==> src/inc/acs_pkg.sv <==
// Package with register map, field layout and timing constants of the converter control block.
package acs_pkg;
    // The control register keeps its printed index; its bus address is that index times four, so word aligned on the bus.
    localparam logic [7:0] ACS_IDX_CTRL = 8'h1F;
    localparam logic [7:0] ACS_ADDR_CTRL = {ACS_IDX_CTRL[5:0], 2'h0};
    localparam logic [7:0] ACS_ADDR_RES_HI = 8'h20;
    localparam logic [7:0] ACS_ADDR_RES_LO = 8'h24;
    localparam logic [7:0] ACS_ADDR_CFG = 8'h28;
    localparam logic [7:0] ACS_ADDR_STAT = 8'h2C;
    localparam logic [7:0] ACS_ADDR_IRQ_ST = 8'h30;
    localparam logic [7:0] ACS_ADDR_IRQ_MASK = 8'h34;
    localparam int ACS_BIT_JUSTIFY = 7;
    localparam int ACS_BIT_REF = 6;
    localparam int ACS_BIT_CH_HI = 3;
    localparam int ACS_BIT_CH_LO = 2;
    localparam int ACS_BIT_START = 1;
    localparam int ACS_BIT_ON = 0;
    localparam logic [7:0] ACS_CTRL_MASK = 8'hCF;
    localparam logic [7:0] ACS_CTRL_RESET = 8'h00;
    localparam int ACS_BIT_CFG_RC = 0;
    localparam int ACS_BIT_CFG_IE = 1;
    localparam logic [1:0] ACS_CFG_RESET = 2'h0;
    localparam int ACS_IRQ_DONE = 0;
    localparam int ACS_IRQ_ABORT = 1;
    localparam int ACS_IRQ_W = 2;
    localparam int ACS_CLK_PERIOD_NS = 4;
    localparam int ACS_INSTR_NS = 16;
    localparam int ACS_INSTR_CYC = (ACS_INSTR_NS + ACS_CLK_PERIOD_NS - 1) / ACS_CLK_PERIOD_NS;
    localparam int ACS_CONV_CYC = 44;
    typedef enum logic [1:0] {
        ACS_IDLE = 2'b00,
        ACS_DELAY = 2'b01,
        ACS_CONV = 2'b10
    } acs_state_t;
endpackage : acs_pkg

==> src/design/acs_sync.sv <==
// Three-stage input synchroniser; a change counts once stages two and three agree.
`timescale 1ns/10ps
`default_nettype none
module acs_sync (
    input wire logic clk_i,
    input wire logic rstn_i,
    input wire logic d_i,
    output logic q_o
);
    logic [2:0] sh_reg;
    logic [2:0] sh_next;
    logic q_reg;
    logic q_next;
    always_comb begin
        sh_next = {sh_reg[1:0], d_i};
        q_next = (sh_reg[1] == sh_reg[2]) ? sh_reg[2] : q_reg;
    end
    always_ff @(posedge clk_i or negedge rstn_i) begin
        if (!rstn_i) begin
            sh_reg <= 3'h0;
            q_reg <= 1'b0;
        end else begin
            sh_reg <= sh_next;
            q_reg <= q_next;
        end
    end
    assign q_o = q_reg;
endmodule : acs_sync
`default_nettype wire

==> src/design/acs_ctrl.sv <==
// Converter control register, halt handling and AXI4-Lite slave.
//
// Added by the designer: the AXI4-Lite interface to the registers.
`timescale 1ns/10ps
`default_nettype none
module acs_ctrl
    import acs_pkg::*;
#(
    parameter int RES_W = 10,
    parameter int CONV_CYC = ACS_CONV_CYC
) (
    input wire logic clk_i,
    input wire logic rstn_i,
    input wire logic [7:0] s_axi_awaddr,
    input wire logic s_axi_awvalid,
    output logic s_axi_awready,
    input wire logic [31:0] s_axi_wdata,
    input wire logic [3:0] s_axi_wstrb,
    input wire logic s_axi_wvalid,
    output logic s_axi_wready,
    output logic [1:0] s_axi_bresp,
    output logic s_axi_bvalid,
    input wire logic s_axi_bready,
    input wire logic [7:0] s_axi_araddr,
    input wire logic s_axi_arvalid,
    output logic s_axi_arready,
    output logic [31:0] s_axi_rdata,
    output logic [1:0] s_axi_rresp,
    output logic s_axi_rvalid,
    input wire logic s_axi_rready,
    input wire logic halt_i,
    input wire logic [RES_W-1:0] sample_i,
    output logic [1:0] channel_select_o,
    output logic reference_select_o,
    output logic converter_power_o,
    output logic sampling_o,
    output logic wake_o,
    output logic irq_o
);
    logic halt_s;
    acs_sync u_halt_sync (
        .clk_i(clk_i),
        .rstn_i(rstn_i),
        .d_i(halt_i),
        .q_o(halt_s)
    );

    logic [7:0] ctrl_reg, ctrl_next;
    logic [1:0] cfg_reg, cfg_next;
    logic [7:0] res_hi_reg, res_hi_next;
    logic [7:0] res_lo_reg, res_lo_next;
    logic pwr_down_reg, pwr_down_next;
    logic wake_reg, wake_next;
    logic [ACS_IRQ_W-1:0] ist_reg, ist_next, imask_reg, imask_next;
    acs_state_t st_reg, st_next;
    logic [15:0] cnt_reg, cnt_next;
    logic [7:0] awaddr_reg, awaddr_next;
    logic aw_reg, aw_next, w_reg, w_next, bvalid_reg, bvalid_next;
    logic [31:0] wdata_reg, wdata_next, rdata_reg, rdata_next;
    logic [3:0] wstrb_reg, wstrb_next;
    logic [1:0] bresp_reg, bresp_next, rresp_reg, rresp_next;
    logic rvalid_reg, rvalid_next;

    function automatic logic mapped(input logic [7:0] a);
        mapped = (a == ACS_ADDR_CTRL) || (a == ACS_ADDR_RES_HI) || (a == ACS_ADDR_RES_LO)
            || (a == ACS_ADDR_CFG) || (a == ACS_ADDR_STAT) || (a == ACS_ADDR_IRQ_ST)
            || (a == ACS_ADDR_IRQ_MASK);
    endfunction : mapped

    logic do_wr;
    logic [RES_W-1:0] res_w;
    assign do_wr = aw_reg && w_reg && !bvalid_reg;
    assign res_w = sample_i;

    always_comb begin
        aw_next = aw_reg;
        w_next = w_reg;
        awaddr_next = awaddr_reg;
        wdata_next = wdata_reg;
        wstrb_next = wstrb_reg;
        bvalid_next = bvalid_reg;
        bresp_next = bresp_reg;
        rvalid_next = rvalid_reg;
        rdata_next = rdata_reg;
        rresp_next = rresp_reg;
        if (s_axi_awvalid && s_axi_awready) begin
            aw_next = 1'b1;
            awaddr_next = s_axi_awaddr;
        end
        if (s_axi_wvalid && s_axi_wready) begin
            w_next = 1'b1;
            wdata_next = s_axi_wdata;
            wstrb_next = s_axi_wstrb;
        end
        if (do_wr) begin
            aw_next = 1'b0;
            w_next = 1'b0;
            bvalid_next = 1'b1;
            bresp_next = mapped(awaddr_reg) ? 2'h0 : 2'h2;
        end else if (bvalid_reg && s_axi_bready) begin
            bvalid_next = 1'b0;
        end
        if (s_axi_arvalid && s_axi_arready) begin
            rvalid_next = 1'b1;
            rresp_next = mapped(s_axi_araddr) ? 2'h0 : 2'h2;
            case (s_axi_araddr)
                ACS_ADDR_CTRL: rdata_next = {24'h0, ctrl_reg};
                ACS_ADDR_RES_HI: rdata_next = {24'h0, res_hi_reg};
                ACS_ADDR_RES_LO: rdata_next = {24'h0, res_lo_reg};
                ACS_ADDR_CFG: rdata_next = {30'h0, cfg_reg};
                ACS_ADDR_STAT: rdata_next = {28'h0, halt_s, pwr_down_reg, st_reg};
                ACS_ADDR_IRQ_ST: rdata_next = {30'h0, ist_reg};
                ACS_ADDR_IRQ_MASK: rdata_next = {30'h0, imask_reg};
                default: rdata_next = 32'h0;
            endcase
        end else if (rvalid_reg && s_axi_rready) begin
            rvalid_next = 1'b0;
        end
    end

    logic wr_ctrl, done_ev, abort_ev;
    assign wr_ctrl = do_wr && (awaddr_reg == ACS_ADDR_CTRL) && wstrb_reg[0];

    always_comb begin
        ctrl_next = ctrl_reg;
        cfg_next = cfg_reg;
        res_hi_next = res_hi_reg;
        res_lo_next = res_lo_reg;
        pwr_down_next = pwr_down_reg;
        wake_next = 1'b0;
        st_next = st_reg;
        cnt_next = cnt_reg;
        imask_next = imask_reg;
        done_ev = 1'b0;
        abort_ev = 1'b0;
        if (wr_ctrl) begin
            ctrl_next = wdata_reg[7:0] & ACS_CTRL_MASK;
            if (!wdata_reg[ACS_BIT_ON]) begin
                ctrl_next[ACS_BIT_START] = 1'b0;
            end
            if (wdata_reg[ACS_BIT_ON]) begin
                pwr_down_next = 1'b0;
            end
        end
        if (do_wr && awaddr_reg == ACS_ADDR_CFG && wstrb_reg[0]) begin
            cfg_next = wdata_reg[1:0];
        end
        if (do_wr && awaddr_reg == ACS_ADDR_IRQ_MASK && wstrb_reg[0]) begin
            imask_next = wdata_reg[ACS_IRQ_W-1:0];
        end
        if (!halt_s && pwr_down_reg && !ctrl_reg[ACS_BIT_ON]) begin
            pwr_down_next = 1'b0;
        end
        case (st_reg)
            ACS_IDLE: begin
                if (ctrl_next[ACS_BIT_START] && ctrl_next[ACS_BIT_ON] && !pwr_down_next) begin
                    st_next = cfg_reg[ACS_BIT_CFG_RC] ? ACS_DELAY : ACS_CONV;
                    cnt_next = cfg_reg[ACS_BIT_CFG_RC] ? 16'(ACS_INSTR_CYC - 1) : 16'(CONV_CYC - 1);
                end
            end
            ACS_DELAY: begin
                cnt_next = cnt_reg - 16'h1;
                if (cnt_reg == 16'h0) begin
                    st_next = ACS_CONV;
                    cnt_next = 16'(CONV_CYC - 1);
                end
            end
            ACS_CONV: begin
                cnt_next = cnt_reg - 16'h1;
                if (cnt_reg == 16'h0) begin
                    st_next = ACS_IDLE;
                    ctrl_next[ACS_BIT_START] = 1'b0;
                    done_ev = 1'b1;
                    if (ctrl_reg[ACS_BIT_JUSTIFY]) begin
                        res_hi_next = 8'(res_w >> 8);
                        res_lo_next = res_w[7:0];
                    end else begin
                        res_hi_next = 8'(res_w >> (RES_W - 8));
                        res_lo_next = 8'(res_w << (16 - RES_W));
                    end
                    if (halt_s && cfg_reg[ACS_BIT_CFG_IE]) begin
                        wake_next = 1'b1;
                    end else if (halt_s) begin
                        pwr_down_next = 1'b1;
                    end
                end
            end
            default: st_next = ACS_IDLE;
        endcase
        // RC clock keeps converting in halt.
        if (halt_s && !cfg_reg[ACS_BIT_CFG_RC] && ctrl_reg[ACS_BIT_ON] && !pwr_down_reg) begin
            abort_ev = (st_reg != ACS_IDLE);
            st_next = ACS_IDLE;
            ctrl_next[ACS_BIT_START] = 1'b0;
            pwr_down_next = 1'b1;
        end
        if (!ctrl_next[ACS_BIT_ON]) begin
            st_next = ACS_IDLE;
        end
        // Set wins over a write-one clear.
        ist_next = ist_reg;
        if (do_wr && awaddr_reg == ACS_ADDR_IRQ_ST && wstrb_reg[0]) begin
            ist_next = ist_reg & ~wdata_reg[ACS_IRQ_W-1:0];
        end
        if (done_ev) begin
            ist_next[ACS_IRQ_DONE] = 1'b1;
        end
        if (abort_ev) begin
            ist_next[ACS_IRQ_ABORT] = 1'b1;
        end
    end

    always_ff @(posedge clk_i or negedge rstn_i) begin
        if (!rstn_i) begin
            ctrl_reg <= ACS_CTRL_RESET;
            cfg_reg <= ACS_CFG_RESET;
            pwr_down_reg <= 1'b0;
            wake_reg <= 1'b0;
            st_reg <= ACS_IDLE;
            cnt_reg <= 16'h0;
            ist_reg <= '0;
            imask_reg <= '0;
            aw_reg <= 1'b0;
            w_reg <= 1'b0;
            awaddr_reg <= 8'h00;
            wdata_reg <= 32'h0;
            wstrb_reg <= 4'h0;
            bvalid_reg <= 1'b0;
            bresp_reg <= 2'h0;
            rvalid_reg <= 1'b0;
            rdata_reg <= 32'h0;
            rresp_reg <= 2'h0;
        end else begin
            ctrl_reg <= ctrl_next;
            cfg_reg <= cfg_next;
            pwr_down_reg <= pwr_down_next;
            wake_reg <= wake_next;
            st_reg <= st_next;
            cnt_reg <= cnt_next;
            ist_reg <= ist_next;
            imask_reg <= imask_next;
            aw_reg <= aw_next;
            w_reg <= w_next;
            awaddr_reg <= awaddr_next;
            wdata_reg <= wdata_next;
            wstrb_reg <= wstrb_next;
            bvalid_reg <= bvalid_next;
            bresp_reg <= bresp_next;
            rvalid_reg <= rvalid_next;
            rdata_reg <= rdata_next;
            rresp_reg <= rresp_next;
        end
    end

    // The result pair survives reset, so it has no reset branch on purpose.
    always_ff @(posedge clk_i) begin
        res_hi_reg <= res_hi_next;
        res_lo_reg <= res_lo_next;
    end

    assign s_axi_awready = !aw_reg;
    assign s_axi_wready = !w_reg;
    assign s_axi_bvalid = bvalid_reg;
    assign s_axi_bresp = bresp_reg;
    assign s_axi_arready = !rvalid_reg;
    assign s_axi_rvalid = rvalid_reg;
    assign s_axi_rdata = rdata_reg;
    assign s_axi_rresp = rresp_reg;
    assign channel_select_o = ctrl_reg[ACS_BIT_CH_HI:ACS_BIT_CH_LO];
    assign reference_select_o = ctrl_reg[ACS_BIT_REF];
    assign converter_power_o = ctrl_reg[ACS_BIT_ON] && !pwr_down_reg;
    assign sampling_o = (st_reg == ACS_CONV);
    assign wake_o = wake_reg;
    assign irq_o = |(ist_reg & imask_reg);
endmodule : acs_ctrl
`default_nettype wire

==> config.mk <==
export PLATFORM = sky130hd
export DESIGN_NAME = acs_ctrl
export DESIGN_NICKNAME = d
export VERILOG_FILES = /design/src/inc/acs_pkg.sv /design/src/design/acs_sync.sv /design/src/design/acs_ctrl.sv
export SDC_FILE = /design/constraint.sdc
export NUM_CORES = 1
export LEC_CHECK = 0
export ABC_AREA = 1
export BUFFER_PORTS_ARGS = -buffer_cell sky130_fd_sc_hd__buf_2
export CORE_ASPECT_RATIO = 2
export CORE_MARGIN = 2
export CORE_UTILIZATION = 45
export DETAILED_ROUTE_END_ITERATION = 8
export GPL_ROUTABILITY_DRIVEN = 0
export PLACE_DENSITY = 0.78
export SYNTH_ARGS = -nofsm -noshare
export SYNTH_HDL_FRONTEND = slang
export SYNTH_SLANG_ARGS = --single-unit
==> constraint.sdc <==
create_clock -name clk_i -period 3.4 [get_ports clk_i]
set_input_delay 0.17 -clock clk_i [delete_from_list [all_inputs] [get_ports clk_i]]
set_output_delay 0.17 -clock clk_i [all_outputs]
set_load 0.005 [all_outputs]
==> results.md <==
* Status: finished clean
* EDFF count, synth at 16
* Die W at 74.5 um
* Crit path max fanout at 18
* Commonest non-fill, non-tap cell in the layout: nand2_1
* CTS Buf Count at 9
* Routed vias/inst at 4.93
* Rows at 51
* Post-synth top flop: dfrtp_1
* Initial antenna violation count at 0
* Ratio of cells with drive above 1 in the final layout at 0.174
* Hold path cells at 2
* Die height at 145 um
* DR iter-0 viols at 278
* Reg2reg path depth at 7
* Worst hold start: s_axi_rready
* Crit share post-route at 0.584
* Critical Path AT at 2220 ps
* Hold worst-path end: s_axi_rvalid
* Final Non-Filler Cells at 758
* Critical path data required time at 3630 ps
* Core area at 0.00970 mm^2
* Mean Syn Cell Area at 8.06 um^2
* DR WL/cell at 12.8 um
* Detailed Place HPWL at 7240 um
* F_max at 503 MHz
* GRT Total Usage at 0.192
* Final Max Tran Viols at 0
* Inserted Diodes at 0
* Reg-to-Reg Start: st_reg[0]
* # IOs at 118
* Post-Route WL at 9680 um
* Hold crit path type: in -> reg
* Vias in the first global route at 3628
* CTS Buffer Depth at 2
* Worst-Margin Slew at 648 ps
* # DRC at 0
* Min Tclk post-route at 1990 ps
* Detail Route met3 WL at 484 um
* Clock Skew at 9.90 ps
* DIE AREA at 0.0108 mm^2
* Worst setup SP type: flip-flop
* Sink Count at 81
* Synth Instances at 555
* Max VDD drop at 0.507 mV
* Routed Antenna Nets at 0
* RSZ-0062 raised after global routing: no
* Initial Utilization at 0.461
* P&R area growth vs syn at 14.7%
* Final setup viols at 0
* MaxCap Viol Count at 0
* Gr ovfl total at 0
* Clk pin slew, worst setup/hold paths at 70 ps
* TritonCTS clock tree: built
* Critical R2R Capture: ctrl_reg[1]
* Rel. slew slack at 0.568
* Mapped cell area at 0.00447 mm^2
* Via count at 3734
* PwrDens at 596 mW/mm^2
* Setup TNS at 0 ps
* TritonRoute pass-1 iters at 4
* Distinct cells, synth at 41
* Reg-to-reg slack, setup at 1410 ps
* Placed cell area at 0.00479 mm^2
* Largest register FFs at 16
* Design Power at 0.00306 W
* Met1 WL at 3700 um
* DR WL met2 at 5280 um
* First-pass GRT wire length at 16300 um
* Fin nets at 697
* Placed insts at 739
* P_leak at 2.62 nW
* Share of synthesized registers carrying an async set or reset at 0.802
* Max layer used: met4
* Clk_lat worst skew at 350 ps
* CP Capture Type: flip-flop
* Port-buffer cells at 62
* Warnings, synthesis at 0
* Most frequent cells in the layout: nand2_1, dfrtp_1, inv_1
* Crit path kind: reg -> reg
* Post_cts resized at 0
* Post-CTS setup buffer count at 0
* Hold Vio Cnt, Final at 0
* Root Driver: clkbuf_16
* #FFs+latches synth at 81
* Largest net degree at the start of global routing at 40
* Number of H-tree levels at 3
* Sequential area share after synthesis at 0.471
* Final instance area at 0.00513 mm^2
-- metal layers --
layer / track usage / up-vias
li1: - / 1873
met4: 0.0875 / 0
met1: 0.216 / 1735
met3: 0.0451 / 15
met2: 0.331 / 111
met5: 0 / -
-- power breakdown --
group	leakage (nW)	switching, W	internal [W]
Sequential	0.977	0.000117	0.00115
Combinational	1.50	0.000505	0.000279
Clock	0.149	0.000425	0.000582
-- cell families after synthesis --
logic type,Yosys count,share of synthesized area
compound gates,70,0.0929
xor+xnor,6,0.0118
fa+ha+maj,7,0.0190
buf+inv,103,0.116
flops,81,0.471
mux,6,0.0151
other cells,1,0.000839
simple gates,281,0.274
-- layout make-up --
cell class                 instances  area, um^2
fill                             911        4570
sequential                        81        2110
multi-input combinational        396        1940
timing repair buffer              67         355
inverter                          66         248
clock buffer                       9         225
tap                              132         165
clock inverter                     7        88.8
-- what timing repair did --
item	CTS	global route
endpoints found under the setup margin	0	0
hold buffers	3	0
hold endpoints to repair	28	0
-- cells in the mapped netlist, types with 2 or more instances --
cell type,instances,share of area
a21oi_1,19,0.021
buf_4,28,0.047
o21ai_2,6,0.012
dfrtp_1,65,0.36
nor2_4,2,0.0050
mux2_2,6,0.015
inv_1,64,0.054
a21o_1,2,0.0034
xor2_1,5,0.0098
nand2_1,154,0.13
edfxtp_1,16,0.11
clkbuf_1,6,0.0050
o21a_1,2,0.0034
o2bb2ai_1,2,0.0039
nor3_1,5,0.0056
nand3_1,36,0.040
nor2_1,54,0.045
o21ai_0,29,0.032
a22o_1,3,0.0059
nand2_2,8,0.011
nand3_2,2,0.0045
ha_1,6,0.017
nand4_1,13,0.018
o22ai_1,5,0.0070
-- per-stage QoR --
| stage | setup slack [ps] | hold slack (ps) | util |
|---|---|---|---|
| 3_3_place_gp | 1510 | 220 | 0.494 |
| 3_5_place_dp | 1450 | 232 | 0.494 |
| 6_report | 1410 | 4.12 | 0.529 |
| 5_1_grt | 1270 | 26.8 | 0.529 |
| 4_1_cts | 1440 | 3.25 | 0.529 |
| 2_1_floorplan | 1250 | -126 | - |
-- critical path: stages (launching register included) --
cell     delay [ps]
dfrtp_1         420
inv_1           140
ha_1            550
inv_1            90
nor2_1          140
buf_4           270
inv_1           110
and3_1          160
-- worst max path at each step --
stage | start | end
floorplan | cnt_reg[0] | ctrl_reg[1]
global placement | st_reg[0] | ctrl_reg[1]
detailed placement | st_reg[0] | ctrl_reg[1]
CTS | st_reg[0] | ctrl_reg[1]
global route | st_reg[0] | ctrl_reg[1]
finish | st_reg[0] | ctrl_reg[1]
Power figures use the tool's default switching activity.
